File: config.mk
export PLATFORM = sky130hd
export DESIGN_NAME = vpw_frame_symbol_codec
export DESIGN_NICKNAME = d
export VERILOG_FILES = /design/src/vpw_pkg.sv /design/src/vpw_crc_if.sv /design/src/vpw_crc8.sv /design/src/vpw_frame_symbol_codec.sv
export VERILOG_INCLUDE_DIRS = /design/src /design/src/src
export SDC_FILE = /design/constraint.sdc
export NUM_CORES = 1
export LEC_CHECK = 0
export ABC_AREA = 1
export BUFFER_PORTS_ARGS = -buffer_cell sky130_fd_sc_hd__clkbuf_2
export CAP_MARGIN = 20
export CELL_PAD_IN_SITES_DETAIL_PLACEMENT = 1
export CELL_PAD_IN_SITES_GLOBAL_PLACEMENT = 1
export CORE_MARGIN = 5
export CORE_UTILIZATION = 50
export DETAILED_ROUTE_END_ITERATION = 8
export GPL_TIMING_DRIVEN = 0
export MAX_ROUTING_LAYER = met4
export PLACE_DENSITY = 0.95
export SYNTH_ARGS = -nofsm -noshare
export SYNTH_HDL_FRONTEND = slang
export SYNTH_SLANG_ARGS = --single-unit
File: constraint.sdc
create_clock -name sys_clk -period 7.6 [get_ports sys_clk]
set_clock_uncertainty 0.1 [all_clocks]
set_input_delay 0 -clock sys_clk [delete_from_list [all_inputs] [get_ports sys_clk]]
set_output_delay 0 -clock sys_clk [all_outputs]
set_load 0.005 [all_outputs]
File: src/vpw_consts.svh
/*
 * Constants of the VPW frame and symbol codec: register offsets, field
 * positions, reset values, CRC figures and symbol times.
 * Assumes a 100 MHz sys_clk; times are in microseconds, the resync window in cycles.
 */
`ifndef VPW_CONSTS_SVH
`define VPW_CONSTS_SVH
// Register offsets
`define VPW_ADDR_DATA   4'h0
`define VPW_ADDR_CTRL   4'h4
`define VPW_ADDR_STAT   4'h8
// Control fields
`define VPW_CTRL_FAST   0
`define VPW_CTRL_SEND   1
`define VPW_CTRL_FLUSH  2
`define VPW_FAST_RESET  1'b0
// Status flag positions
`define VPW_ST_RXRDY    0
`define VPW_ST_CRCERR   1
`define VPW_ST_EOF      2
`define VPW_ST_INVAL    3
`define VPW_ST_TXDONE   4
`define VPW_ST_LOST     5
`define VPW_ST_TXERR    6
`define VPW_FLAGS_RESET 7'h00
// Frame figures
`define VPW_CRC_POLY    8'h1D
`define VPW_CRC_INIT    8'hFF
`define VPW_CRC_GOOD    8'hC4
`define VPW_MAX_BYTES   4'hC
`define VPW_MAX_DATA    4'hB
// Timing at 10.4 kbps: clock in MHz, times in microseconds, resync window in cycles
`define VPW_CLK_MHZ     100
`define VPW_SHORT_US    64
`define VPW_LONG_US     128
`define VPW_SOF_US      200
`define VPW_EOF_US      280
`define VPW_IFS_US      300
`define VPW_BRK_US      240
`define VPW_SPLIT_B_US  96
`define VPW_SPLIT_S_US  164
`define VPW_MIN_US      34
`define VPW_GUARD_US    20
`define VPW_RESYNC_CYC  104
`endif

File: src/vpw_pkg.sv
/*
 * Types shared by the VPW codec modules.
 * Assumes vpw_consts.svh supplies the numeric constants.
 */
package vpw_pkg;
	typedef logic [7:0] vpw_byte_t;
	typedef enum logic [1:0] {
		TX_WAIT = 2'b00,
		TX_SOF  = 2'b01,
		TX_BITS = 2'b10
	} vpw_tx_e;
endpackage : vpw_pkg

File: src/vpw_crc_if.sv
/*
 * Carrier between the codec and a serial CRC engine.
 * Assumes one user and one engine on the same sys_clk.
 */
`timescale 1ns/1ns
`default_nettype none
interface vpw_crc_if;
	import vpw_pkg::*;
	logic      init;  // Preset remainder
	logic      shift; // Shift one bit in
	logic      din;   // Bit, MSB first
	vpw_byte_t rem;   // Current remainder
	modport user   (output init, output shift, output din, input rem);
	modport engine (input init, input shift, input din, output rem);
endinterface : vpw_crc_if
`default_nettype wire

File: src/vpw_crc8.sv
/*
 * Serial CRC-8 engine, one bit per shift, MSB first.
 * Assumes init and shift come from logic on the same sys_clk.
 */
`timescale 1ns/1ns
`default_nettype none
`include "vpw_consts.svh"
module vpw_crc8
	import vpw_pkg::*;
(
	input wire logic   sys_clk,
	input wire logic   rstn,
	vpw_crc_if.engine  crc
);
	vpw_byte_t rem_reg;
	vpw_byte_t rem_next;
	logic      fb;

	// Feedback and polynomial step
	assign fb       = rem_reg[7] ^ crc.din;
	assign rem_next = {rem_reg[6:0], 1'b0} ^ (fb ? `VPW_CRC_POLY : 8'h00); // [RQ4]
	assign crc.rem  = rem_reg;

	// Remainder register, preset to all ones
	always_ff @(posedge sys_clk or negedge rstn) begin
		if (!rstn) begin
			rem_reg <= `VPW_CRC_INIT;
		end else if (crc.init) begin
			rem_reg <= `VPW_CRC_INIT; // [RQ4]
		end else if (crc.shift) begin
			rem_reg <= rem_next;
		end
	end
endmodule : vpw_crc8
`default_nettype wire

File: src/vpw_frame_symbol_codec.sv
/*
 * VPW frame and symbol codec: encodes and decodes bits and symbols,
 * frames transmit messages with CRC, checks received frames, handles
 * separation-period resync and break. Registers on a plain port.
 * Assumes an off-chip transceiver: bus_tx_active high drives the bus
 * active, filtered_rx_input high means the bus is active.
 */
// Operation
// [RQ1] Messages hold at most twelve bytes, each sent MSB first.
// [RQ2] Every sent message starts with a 200 us active start symbol, outside CRC.
// [RQ3] A message holds at least one data byte plus the check byte.
// [RQ4] CRC polynomial x8+x4+x3+x2+1, preset ones, bytes shifted serially.
// [RQ5] Sent check byte is the inverted final remainder, MSB first.
// [RQ6] Receive CRC covers all bytes with check; remainder not C4 flags error.
// [RQ7] End of data is 200 us passive after a falling edge; no flag.
// [RQ8] Passive reaching 280 us is end of frame; its flag is set.
// [RQ9] Nodes wait 300 us of passive bus before a new start symbol.
// [RQ10] Rising edge in separation resyncs; writes within 104 cycles transmit.
// [RQ11] Receiver accepts a start symbol beginning in the separation period.
// [RQ12] The device can never generate a break symbol.
// [RQ13] Break seen while sending is a transmit error; sending stops at once.
// [RQ14] Break while receiving flags invalid, drops frame, clears fast receive.
// [RQ15] Passive beyond 300 us is idle; a pending message may start.
// [RQ16] Each bit has one transition; levels alternate; 64 or 128 us.
// [RQ17] Logic zero is 64 us passive or 128 us active.
// [RQ18] Logic one is 128 us passive or 64 us active.
// [RQ19] First bit of every byte is passive since the start is active.
// [RQ20] Break is an active period of at least 240 us.
// [RQ21] All nominal times follow a 10.4 kbps bus rate.
// [RQ22] Normalization bits use data bit timing, only in responses.
// [RQ23] A zero of either level dominates a simultaneous one.
// [RQ24] Sending recessive but seeing dominant loses arbitration; stop at once.
// [RQ25] All durations are counted in interface clock periods.
`timescale 1ns/1ns
`default_nettype none
`include "vpw_consts.svh"
module vpw_frame_symbol_codec
	import vpw_pkg::*;
#(
	parameter int T_SHORT   = `VPW_SHORT_US   * `VPW_CLK_MHZ,
	parameter int T_LONG    = `VPW_LONG_US    * `VPW_CLK_MHZ,
	parameter int T_SOF     = `VPW_SOF_US     * `VPW_CLK_MHZ,
	parameter int T_EOF     = `VPW_EOF_US     * `VPW_CLK_MHZ,
	parameter int T_IFS     = `VPW_IFS_US     * `VPW_CLK_MHZ,
	parameter int T_BRK     = `VPW_BRK_US     * `VPW_CLK_MHZ,
	parameter int T_SPLIT_B = `VPW_SPLIT_B_US * `VPW_CLK_MHZ,
	parameter int T_SPLIT_S = `VPW_SPLIT_S_US * `VPW_CLK_MHZ,
	parameter int T_MIN     = `VPW_MIN_US     * `VPW_CLK_MHZ,
	parameter int T_GUARD   = `VPW_GUARD_US   * `VPW_CLK_MHZ
)
(
	input  wire logic        sys_clk,
	input  wire logic        rstn,
	input  wire logic        filtered_rx_input,
	input  wire logic [3:0]  reg_addr,
	input  wire logic [31:0] reg_wdata,
	input  wire logic        reg_wr,
	input  wire logic        reg_rd,
	output logic      [31:0] reg_rdata,
	output logic             bus_tx_active,
	output logic             fast_receive_mode
);
	// Cycle counts from the nominal times [RQ21] [RQ25]
	localparam logic [15:0] C_SHORT   = 16'(T_SHORT);
	localparam logic [15:0] C_LONG    = 16'(T_LONG);
	localparam logic [15:0] C_SOF     = 16'(T_SOF);
	localparam logic [15:0] C_EOF     = 16'(T_EOF);
	localparam logic [15:0] C_IFS     = 16'(T_IFS);
	localparam logic [15:0] C_BRK     = 16'(T_BRK);
	localparam logic [15:0] C_SPLIT_B = 16'(T_SPLIT_B);
	localparam logic [15:0] C_SPLIT_S = 16'(T_SPLIT_S);
	localparam logic [15:0] C_MIN     = 16'(T_MIN);
	localparam logic [15:0] C_GUARD   = 16'(T_GUARD);
	localparam logic [7:0]  C_RESYNC  = 8'(`VPW_RESYNC_CYC);

	logic        s1_reg, s2_reg, s3_reg;
	logic        lvl_reg, lvl_next;
	logic [15:0] dur_reg, dur_next;
	logic        edge_seen, rise, fall, too_short;
	logic        fall_bit, rise_bit, fall_sof, bit_evt, bit_val;
	logic        brk_evt, eod_evt, eof_evt, bus_idle, ifs_win;
	logic        rx_infr_reg, rx_infr_next;
	logic [7:0]  rx_sh_reg, rx_data_reg;
	logic [2:0]  rx_bit_reg;
	logic [3:0]  rx_cnt_reg;
	logic        byte_done, rx_ovf, rx_bad;
	logic [6:0]  flags_reg, flags_next, flag_set, flag_clr;
	logic        fast_reg;
	vpw_byte_t   tx_mem [0:10];
	logic [3:0]  tx_n_reg;
	logic        pend_reg;
	logic [7:0]  sync_cnt_reg;
	logic        sync_run_reg;
	vpw_tx_e     tx_st_reg, tx_st_next;
	logic [15:0] tx_cnt_reg, tx_cnt_next, elem_len;
	logic        tx_lvl_reg, tx_lvl_next;
	logic [3:0]  tx_bidx_reg, tx_bidx_next;
	logic [2:0]  tx_bit_reg, tx_bit_next;
	vpw_byte_t   mem_byte, cur_byte;
	logic        cur_bit, elem_end, last_bit, mismatch, brk_tx, tx_stop;
	logic        start_idle, start_sync, tx_start, tx_done, tx_shift;
	logic        wr_data, wr_ctrl, wr_stat, sel_data, sel_ctrl, sel_stat;
	logic [31:0] rd_mux;
	vpw_crc_if   rx_crc ();
	vpw_crc_if   tx_crc ();

	// Pin synchroniser: three stages, change taken when two and three agree
	always_ff @(posedge sys_clk or negedge rstn) begin
		if (!rstn) begin
			s1_reg <= 1'b0;
			s2_reg <= 1'b0;
			s3_reg <= 1'b0;
		end else begin
			s1_reg <= filtered_rx_input;
			s2_reg <= s1_reg;
			s3_reg <= s2_reg;
		end
	end

	// Bus level and time since the last transition [RQ25]
	assign lvl_next  = (s2_reg == s3_reg) ? s3_reg : lvl_reg;
	assign edge_seen = lvl_next ^ lvl_reg;
	assign rise      = edge_seen & lvl_next;
	assign fall      = edge_seen & ~lvl_next;
	assign dur_next  = edge_seen ? 16'h0000 :
		(dur_reg == 16'hFFFF) ? dur_reg : dur_reg + 16'h0001;
	always_ff @(posedge sys_clk or negedge rstn) begin
		if (!rstn) begin
			lvl_reg <= 1'b0;
			dur_reg <= 16'h0000;
		end else begin
			lvl_reg <= lvl_next;
			dur_reg <= dur_next;
		end
	end

	// Symbol decode on each transition and on passive or active timeouts
	assign too_short = dur_reg < C_MIN;
	assign fall_bit  = fall & ~too_short & (dur_reg < C_SPLIT_S);      // [RQ16]
	assign rise_bit  = rise & ~too_short & (dur_reg < C_SPLIT_S);      // [RQ16]
	assign fall_sof  = fall & (dur_reg >= C_SPLIT_S) & (dur_reg < C_BRK); // [RQ11]
	// Active short is one, passive short is zero; normalization bits alike
	assign bit_val   = fall ? (dur_reg < C_SPLIT_B)                    // [RQ18]
		: (dur_reg >= C_SPLIT_B);                                        // [RQ17] [RQ22]
	assign bit_evt   = rx_infr_reg & (fall_bit | rise_bit);
	assign brk_evt   = lvl_reg & ~edge_seen & (dur_reg == C_BRK);       // [RQ20]
	assign eod_evt   = ~lvl_reg & ~edge_seen & (dur_reg == C_SPLIT_S);  // [RQ7]
	assign eof_evt   = ~lvl_reg & ~edge_seen & (dur_reg == C_EOF);      // [RQ8]
	assign ifs_win   = ~lvl_reg & (dur_reg >= C_EOF) & (dur_reg < C_IFS);
	assign bus_idle  = ~lvl_reg & (dur_reg >= C_IFS);                   // [RQ15]

	// Receive framing: byte assembly, byte limit, frame drop
	assign byte_done = bit_evt & (rx_bit_reg == 3'h7);
	assign rx_ovf    = byte_done & (rx_cnt_reg == `VPW_MAX_BYTES);      // [RQ1]
	assign rx_bad    = rx_infr_reg & ((edge_seen & too_short) | brk_evt | rx_ovf
		| (eod_evt & (rx_bit_reg != 3'h0)));
	assign rx_infr_next = fall_sof ? 1'b1 : (rx_bad | eod_evt) ? 1'b0 : rx_infr_reg;
	always_ff @(posedge sys_clk or negedge rstn) begin
		if (!rstn) begin
			rx_infr_reg <= 1'b0;
			rx_sh_reg   <= 8'h00;
			rx_bit_reg  <= 3'h0;
			rx_cnt_reg  <= 4'h0;
			rx_data_reg <= 8'h00;
		end else begin
			rx_infr_reg <= rx_infr_next; // [RQ14]
			if (fall_sof) begin
				rx_bit_reg <= 3'h0;
				rx_cnt_reg <= 4'h0;
			end else if (bit_evt) begin
				rx_sh_reg  <= {rx_sh_reg[6:0], bit_val}; // [RQ1]
				rx_bit_reg <= rx_bit_reg + 3'h1;
				if (byte_done) begin
					rx_data_reg <= {rx_sh_reg[6:0], bit_val};
					rx_cnt_reg  <= rx_cnt_reg + 4'h1;
				end
			end
		end
	end

	// Receive CRC: start symbol excluded, check byte included
	assign rx_crc.init  = fall_sof;
	assign rx_crc.shift = bit_evt;                                     // [RQ6]
	assign rx_crc.din   = bit_val;
	vpw_crc8 u_rx_crc (
		.sys_clk (sys_clk),
		.rstn    (rstn),
		.crc     (rx_crc.engine)
	);

	// Register decode
	assign sel_data = reg_addr == `VPW_ADDR_DATA;
	assign sel_ctrl = reg_addr == `VPW_ADDR_CTRL;
	assign sel_stat = reg_addr == `VPW_ADDR_STAT;
	assign wr_data  = reg_wr & sel_data & (tx_st_reg == TX_WAIT) & ~pend_reg
		& (tx_n_reg < `VPW_MAX_DATA);                                    // [RQ1]
	assign wr_ctrl  = reg_wr & sel_ctrl;
	assign wr_stat  = reg_wr & sel_stat;
	assign rd_mux   = sel_data ? {24'h000000, rx_data_reg} :
		sel_ctrl ? {29'h00000000, 1'b0, pend_reg, fast_reg} :
		sel_stat ? {22'h000000, tx_st_reg != TX_WAIT, bus_idle, 1'b0, flags_reg} :
		32'h00000000;

	// Sticky flags: hardware set wins over a write-one clear
	always_comb begin
		flag_set                 = 7'h00;
		flag_set[`VPW_ST_RXRDY]  = byte_done & ~rx_ovf;
		flag_set[`VPW_ST_CRCERR] = eod_evt & rx_infr_reg & (rx_bit_reg == 3'h0)
			& (rx_crc.rem != `VPW_CRC_GOOD);                              // [RQ6]
		flag_set[`VPW_ST_EOF]    = eof_evt;                             // [RQ8]
		flag_set[`VPW_ST_INVAL]  = rx_bad;                              // [RQ14]
		flag_set[`VPW_ST_TXDONE] = tx_done;
		flag_set[`VPW_ST_LOST]   = mismatch;
		flag_set[`VPW_ST_TXERR]  = brk_tx;                              // [RQ13]
	end
	assign flag_clr   = wr_stat ? reg_wdata[6:0] : 7'h00;
	assign flags_next = (flags_reg & ~flag_clr) | flag_set;

	// Register file and read port, data one cycle after the strobe
	always_ff @(posedge sys_clk or negedge rstn) begin
		if (!rstn) begin
			flags_reg <= `VPW_FLAGS_RESET;
			fast_reg  <= `VPW_FAST_RESET;
			reg_rdata <= 32'h00000000;
		end else begin
			flags_reg <= flags_next;
			reg_rdata <= reg_rd ? rd_mux : 32'h00000000;
			if (brk_evt & rx_infr_reg) begin
				fast_reg <= 1'b0; // [RQ14]
			end else if (wr_ctrl) begin
				fast_reg <= reg_wdata[`VPW_CTRL_FAST];
			end
		end
	end

	// Transmit buffer and send request
	always_ff @(posedge sys_clk or negedge rstn) begin
		if (!rstn) begin
			tx_n_reg <= 4'h0;
			pend_reg <= 1'b0;
		end else begin
			if (wr_data) begin
				tx_n_reg <= tx_n_reg + 4'h1;
			end else if (tx_done | (wr_ctrl & reg_wdata[`VPW_CTRL_FLUSH]
				& (tx_st_reg == TX_WAIT))) begin
				tx_n_reg <= 4'h0;
			end
			if (tx_done | tx_stop | (wr_ctrl & reg_wdata[`VPW_CTRL_FLUSH])) begin
				pend_reg <= 1'b0;
			end else if (wr_ctrl & reg_wdata[`VPW_CTRL_SEND] & (tx_n_reg != 4'h0)) begin
				pend_reg <= 1'b1; // [RQ3]
			end
		end
	end

	// Buffer storage
	always_ff @(posedge sys_clk) begin
		if (wr_data) begin
			tx_mem[tx_n_reg] <= reg_wdata[7:0];
		end
	end

	// Resync window: 104 cycles from a rising edge in the separation period
	always_ff @(posedge sys_clk or negedge rstn) begin
		if (!rstn) begin
			sync_run_reg <= 1'b0;
			sync_cnt_reg <= 8'h00;
		end else if (rise & ifs_win) begin
			sync_run_reg <= 1'b1; // [RQ10]
			sync_cnt_reg <= 8'h00;
		end else if (sync_run_reg) begin
			sync_cnt_reg <= sync_cnt_reg + 8'h01;
			sync_run_reg <= sync_cnt_reg < (C_RESYNC - 8'h02);
		end
	end

	// Start on an idle bus, or join a start symbol seen in the window
	assign start_idle = pend_reg & bus_idle & ~edge_seen;                // [RQ9] [RQ15]
	assign start_sync = pend_reg & sync_run_reg;                         // [RQ10]
	assign tx_start   = (tx_st_reg == TX_WAIT) & (start_idle | start_sync);

	// Element currently sent: start symbol or data and check bits
	assign mem_byte = (tx_bidx_reg < `VPW_MAX_DATA) ? tx_mem[tx_bidx_reg] : 8'h00;
	assign cur_byte = (tx_bidx_reg == tx_n_reg) ? ~tx_crc.rem : mem_byte; // [RQ5]
	assign cur_bit  = cur_byte[~tx_bit_reg];                            // [RQ1]
	assign elem_len = (tx_st_reg == TX_SOF) ? C_SOF :                   // [RQ2]
		tx_lvl_reg ? (cur_bit ? C_SHORT : C_LONG) :                      // [RQ17]
		(cur_bit ? C_LONG : C_SHORT);                                    // [RQ18]
	assign elem_end = tx_cnt_reg >= (elem_len - 16'h0001); // A late resync preload still ends
	assign last_bit = (tx_bidx_reg == tx_n_reg) & (tx_bit_reg == 3'h7);

	// Loss when the bus shows the other level once past the filter delay
	assign mismatch = (tx_st_reg != TX_WAIT) & (tx_cnt_reg >= C_GUARD)
		& (lvl_reg != tx_lvl_reg) & ~brk_evt;                            // [RQ23] [RQ24]
	assign brk_tx   = (tx_st_reg != TX_WAIT) & brk_evt;                // [RQ13]
	assign tx_stop  = mismatch | brk_tx;
	assign tx_shift = (tx_st_reg == TX_BITS) & elem_end & ~tx_stop
		& (tx_bidx_reg != tx_n_reg);                                     // [RQ4]
	assign tx_done  = (tx_st_reg == TX_BITS) & elem_end & ~tx_stop & last_bit;

	// Transmit sequencer next state
	always_comb begin
		tx_st_next   = tx_st_reg;
		tx_cnt_next  = tx_cnt_reg + 16'h0001;
		tx_lvl_next  = tx_lvl_reg;
		tx_bidx_next = tx_bidx_reg;
		tx_bit_next  = tx_bit_reg;
		case (tx_st_reg)
			TX_WAIT: begin
				tx_cnt_next = 16'h0000;
				tx_lvl_next = 1'b0;
				if (tx_start) begin
					tx_st_next   = TX_SOF;
					tx_lvl_next  = 1'b1; // [RQ2]
					tx_cnt_next  = start_sync ? {8'h00, sync_cnt_reg + 8'h01} : 16'h0000;
					tx_bidx_next = 4'h0;
					tx_bit_next  = 3'h0;
				end
			end
			TX_SOF: begin
				if (tx_stop) begin
					tx_st_next  = TX_WAIT;
					tx_lvl_next = 1'b0;
				end else if (elem_end) begin
					tx_st_next  = TX_BITS;
					tx_lvl_next = 1'b0; // [RQ19]
					tx_cnt_next = 16'h0000;
				end
			end
			TX_BITS: begin
				if (tx_stop | (elem_end & last_bit)) begin
					tx_st_next  = TX_WAIT;
					tx_lvl_next = 1'b0;
				end else if (elem_end) begin
					tx_lvl_next = ~tx_lvl_reg; // [RQ16]
					tx_cnt_next = 16'h0000;
					tx_bit_next = tx_bit_reg + 3'h1;
					if (tx_bit_reg == 3'h7) begin
						tx_bidx_next = tx_bidx_reg + 4'h1;
					end
				end
			end
			default: begin
				tx_st_next  = TX_WAIT;
				tx_lvl_next = 1'b0;
			end
		endcase
	end

	// Transmit sequencer registers; bus drive comes straight from a flop
	always_ff @(posedge sys_clk or negedge rstn) begin
		if (!rstn) begin
			tx_st_reg   <= TX_WAIT;
			tx_cnt_reg  <= 16'h0000;
			tx_lvl_reg  <= 1'b0;
			tx_bidx_reg <= 4'h0;
			tx_bit_reg  <= 3'h0;
		end else begin
			tx_st_reg   <= tx_st_next;
			tx_cnt_reg  <= tx_cnt_next;
			tx_lvl_reg  <= tx_lvl_next;
			tx_bidx_reg <= tx_bidx_next;
			tx_bit_reg  <= tx_bit_next;
		end
	end
	assign bus_tx_active     = tx_lvl_reg;
	assign fast_receive_mode = fast_reg;

	// Transmit CRC over data bytes only, preset at the start symbol
	assign tx_crc.init  = tx_start;
	assign tx_crc.shift = tx_shift;
	assign tx_crc.din   = cur_bit;
	vpw_crc8 u_tx_crc (
		.sys_clk (sys_clk),
		.rstn    (rstn),
		.crc     (tx_crc.engine)
	);

	logic [15:0] act_run_reg;
	always_ff @(posedge sys_clk or negedge rstn) begin
		if (!rstn) begin
			act_run_reg <= 16'h0000;
		end else begin
			act_run_reg <= tx_lvl_reg ? act_run_reg + 16'h0001 : 16'h0000;
		end
	end
endmodule : vpw_frame_symbol_codec
`default_nettype wire

==> summary.md <==
| Metric | Value |
|---|---|
| Iteration-0 DRC Markers | `703` |
| Place WS | `roughly 3.3 ns` |
| Count leader, synth | `nand2_1` |
| GPL Wtd Cong | `0.907` |
| Port-buffer cells | `27` |
| Area Overhead vs Synth | `14.9%` |
| Die area | `between 0.02 and 0.025 mm²` |
| Die height | `153 µm` |
| I/O Pins | `75` |
| Final Max Tran Viols | `0` |
| H-Tree Depth | `1` |
| FF+latch count, synth | `205` |
| Sequential fraction of the synthesis area | `a little over half` |
| Max Clock Freq | `roughly 0.22 GHz` |
| Setup TNS | `0 ns` |
| DRC viols | `0` |
| WS Path Type | `flop to flop` |
| CTS max path bufs | `3` |
| ANT nets after route | `0` |
| Max_slew headroom | `between 30% and 40%` |
| Reg clk slew, reported paths | `about 0.070 ns` |
| Worst Setup End Kind | `flop` |
| GRT overflow | `0` |
| Dpl hpwl | `between 20 and 25 mm` |
| Final setup vio count | `0` |
| Leakage | `~5.2 nW` |
| Unique masters post-synth | `55` |
| CTS tree | `done` |
| Post-CTS Setup Repair Bufs | `0` |
| Max FFs per register | `between 80 and 90` |
| Num CTS Buffers | `23` |
| Outcome | `finished clean` |
| Final min period | `4.64 ns` |
| Antenna Cells | `0` |
| Initial core utilization | `between 50 and 60%` |
| Main synth FF type | `dfrtp_1` |
| WP data arrival | `4.96 ns` |
| Final period util | `61.1%` |
| Peak supply drop | `between 0.1 and 0.15 mV` |
| Worst Slack Setup Final | `2.96 ns` |
| Post-placement cell count | `around 1400` |
| First-pass GRT wire length | `between 50 and 60 mm` |
| Total power | `about 2.4 mW` |
| Max Cap Violations | `0` |
| Chip width | `approximately 150 µm` |
| Critical path required time | `between 7 and 8 ns` |
| Synth top area share | `between 20% and 30%` |
| DR vias | `approximately 8700` |
| Worst setup SP type | `flop` |
| Pwr Density | `204 mW/mm²` |
| Clk_lat worst skew | `approximately 0.52 ns` |
| Root Buffer | `clkbuf_16` |
| HP Class | `primary input to flop` |
| Worst Max-Slew Pin Slew | `1.02 ns` |
| Asr flop ratio synth | `~57%` |
| Net count, final | `between 1000 and 1500` |
| CP max FO | `10` |
| Cts repair resizes | `0` |
| Final Non-Filler Cells | `~1500` |
| Largest net degree at the start of global routing | `82` |
| Avg WL per Cell | `21.2 µm` |
| Row cnt | `52` |
| RSZ-0062 raised after global routing | `no` |
| Core box area | `~0.020 mm²` |
| TritonCTS sink count | `approximately 210` |
| Multi-input gate area in the final layout | `about 0.004 mm²` |
| Register area | `~0.0056 mm²` |
| Area contributors post-synth | `edfxtp_1 (26%), dfrtp_1 (25%), nand2_1 (9.0%), nand3_1 (6.7%), inv_1 (4.5%)` |
| Post-synth EDFFs | `88` |
| Synth Cell Area | `0.0102 mm²` |
| Avg Inst Size Synth | `9.17 µm²` |
| Vias in the first global route | `around 9600` |
| Share of cells above drive strength 1 | `about an eighth` |
| Most frequent cells after synthesis | `nand2_1 (247), nand3_1 (138), inv_1 (122), dfrtp_1 (101), edfxtp_1 (88)` |
| Syn. warnings | `0` |
| Antenna violations before repair | `0` |
| Final hold vios | `0` |
| Total Wirelength | `31.8 mm` |
| Total track usage | `between 20 and 30%` |
| Fillers | `2323` |
| Pre-Repair DR Iteration Count | `7` |
| Dominant cell type by area after synthesis | `edfxtp_1` |
| Syn Inst Count | `roughly 1100` |
| Vias per Instance | `around 5.8` |
[final timing paths]
| kind | startpoint | endpoint | slack, ns | depth (start not counted) |
|---|---|---|---|---|
| max reg2reg | tx_bidx_reg[2] | tx_n_reg[1] | 2.96 | 22 |
| max in group asynchronous | rstn | u_rx_crc.crc.rem[5] | 6.43 | 4 |
| min | filtered_rx_input | s1_reg | 0.06 | 2 |
| min in group asynchronous | rstn | u_tx_crc.crc.rem[4] | 0.52 | 3 |
| min reg2reg | s1_reg | s2_reg | 0.30 | 0 |
| max | tx_bidx_reg[2] | tx_n_reg[1] | 2.96 | 22 |
[where the power goes]
group | switching, mW | leakage, nW | internal [mW]
Sequential | 0.0176 | 2.30 | 1.17
Clock | 0.443 | 0.359 | 0.641
Combinational | 0.0838 | 2.55 | 0.0397
[cell type report]
| cell class | instances | share of cell area [%] |
|---|---|---|
| Inverter | 130 | 4.16 |
| Multi-Input combinational cell | 750 | 33.0 |
| Clock inverter | 12 | 0.914 |
| Sequential cell | 205 | 47.5 |
| Clock buffer | 29 | 5.25 |
| Buffer | 54 | 3.02 |
| Timing Repair Buffer | 49 | 3.28 |
| Tap cell | 270 | 2.87 |
[per-layer routing]
layer | GRT usage, % | part of all wire (%) | up-vias | wire, µm
met2 | 49.3 | 52 | 391 | 16500
li1 | - | - | 3888 | -
met5 | - | 0 | - | 0
met4 | 12.9 | 5.0 | 0 | 1600
met3 | 3.93 | 6.1 | 125 | 1940
met1 | 31.4 | 37 | 4313 | 11800
[worst max-delay path, stage by stage (launching register included)]
cell,delay [ns]
dfrtp_1,0.56
clkbuf_1,0.46
nand3_1,0.17
nand2_1,0.14
nand2_1,0.08
nand3_1,0.09
nand3_1,0.10
nand3_1,0.14
nand2_1,0.14
nand2_1,0.16
nand2_1,0.10
nand3_1,0.13
inv_1,0.07
ha_1,0.29
nand2_1,0.09
inv_1,0.06
a221oi_1,0.39
a21oi_1,0.14
nor2_1,0.34
nor2_1,0.17
nand3_1,0.20
nand2_1,0.18
o21ai_0,0.24
[logic make-up after synthesis]
kind of cell / after synthesis / share of synthesized area, %
and+or+nand+nor: 528 / 22.9
adders and majority gates: 31 / 3.78
AOI/OAI and AO/OA: 143 / 8.31
DFF: 205 / 54.5
xor gates and xnor gates: 25 / 2.14
other: 2 / 0.0733
buffers and inverters: 184 / 8.25
[through the flow]
step | hold slack [ns] | area, µm² | util, %
global placement | 0.00843 | 10800 | 53.4
finish | 0.0640 | 11800 | 58.2
detailed placement | -0.160 | 10900 | 53.6
global route | 0.0619 | 11800 | 58.2
floorplan | -0.396 | 10300 | -
CTS | 0.0181 | 11800 | 58.2
[timing repair]
item | CTS | global route
hold endpoints to repair | 216 | 0
setup endpoints to repair | 0 | 0
hold buffers | 19 | 0
[layout by cell type (no fill, tap or decap), types with 5 or more instances in the layout]
cell / synthesis / final
xnor2_1: 7 / 7
o21ai_0: 62 / 62
conb_1: 2 / 23
buf_4: 28 / 30
inv_1: 122 / 122
a21oi_1: 30 / 30
nand2_1: 247 / 247
a211oi_1: 8 / 8
nor3_1: 16 / 16
nor4_1: 6 / 6
clkbuf_2: 0 / 26
dfstp_2: 16 / 16
xor2_1: 18 / 18
nand4_1: 12 / 12
nand3_1: 138 / 138
inv_2: 7 / 7
nor2_1: 77 / 77
edfxtp_1: 88 / 88
clkbuf_1: 13 / 17
dlygate4sd3_1: 0 / 18
nand2_2: 7 / 7
o22ai_1: 10 / 10
ha_1: 31 / 31
buf_6: 5 / 5
buf_2: 8 / 8
clkbuf_16: 0 / 23
a22oi_1: 5 / 5
nor2_2: 7 / 7
dfrtp_1: 101 / 101
clkinv_1: 0 / 5
(Power assumes the default switching activity.)
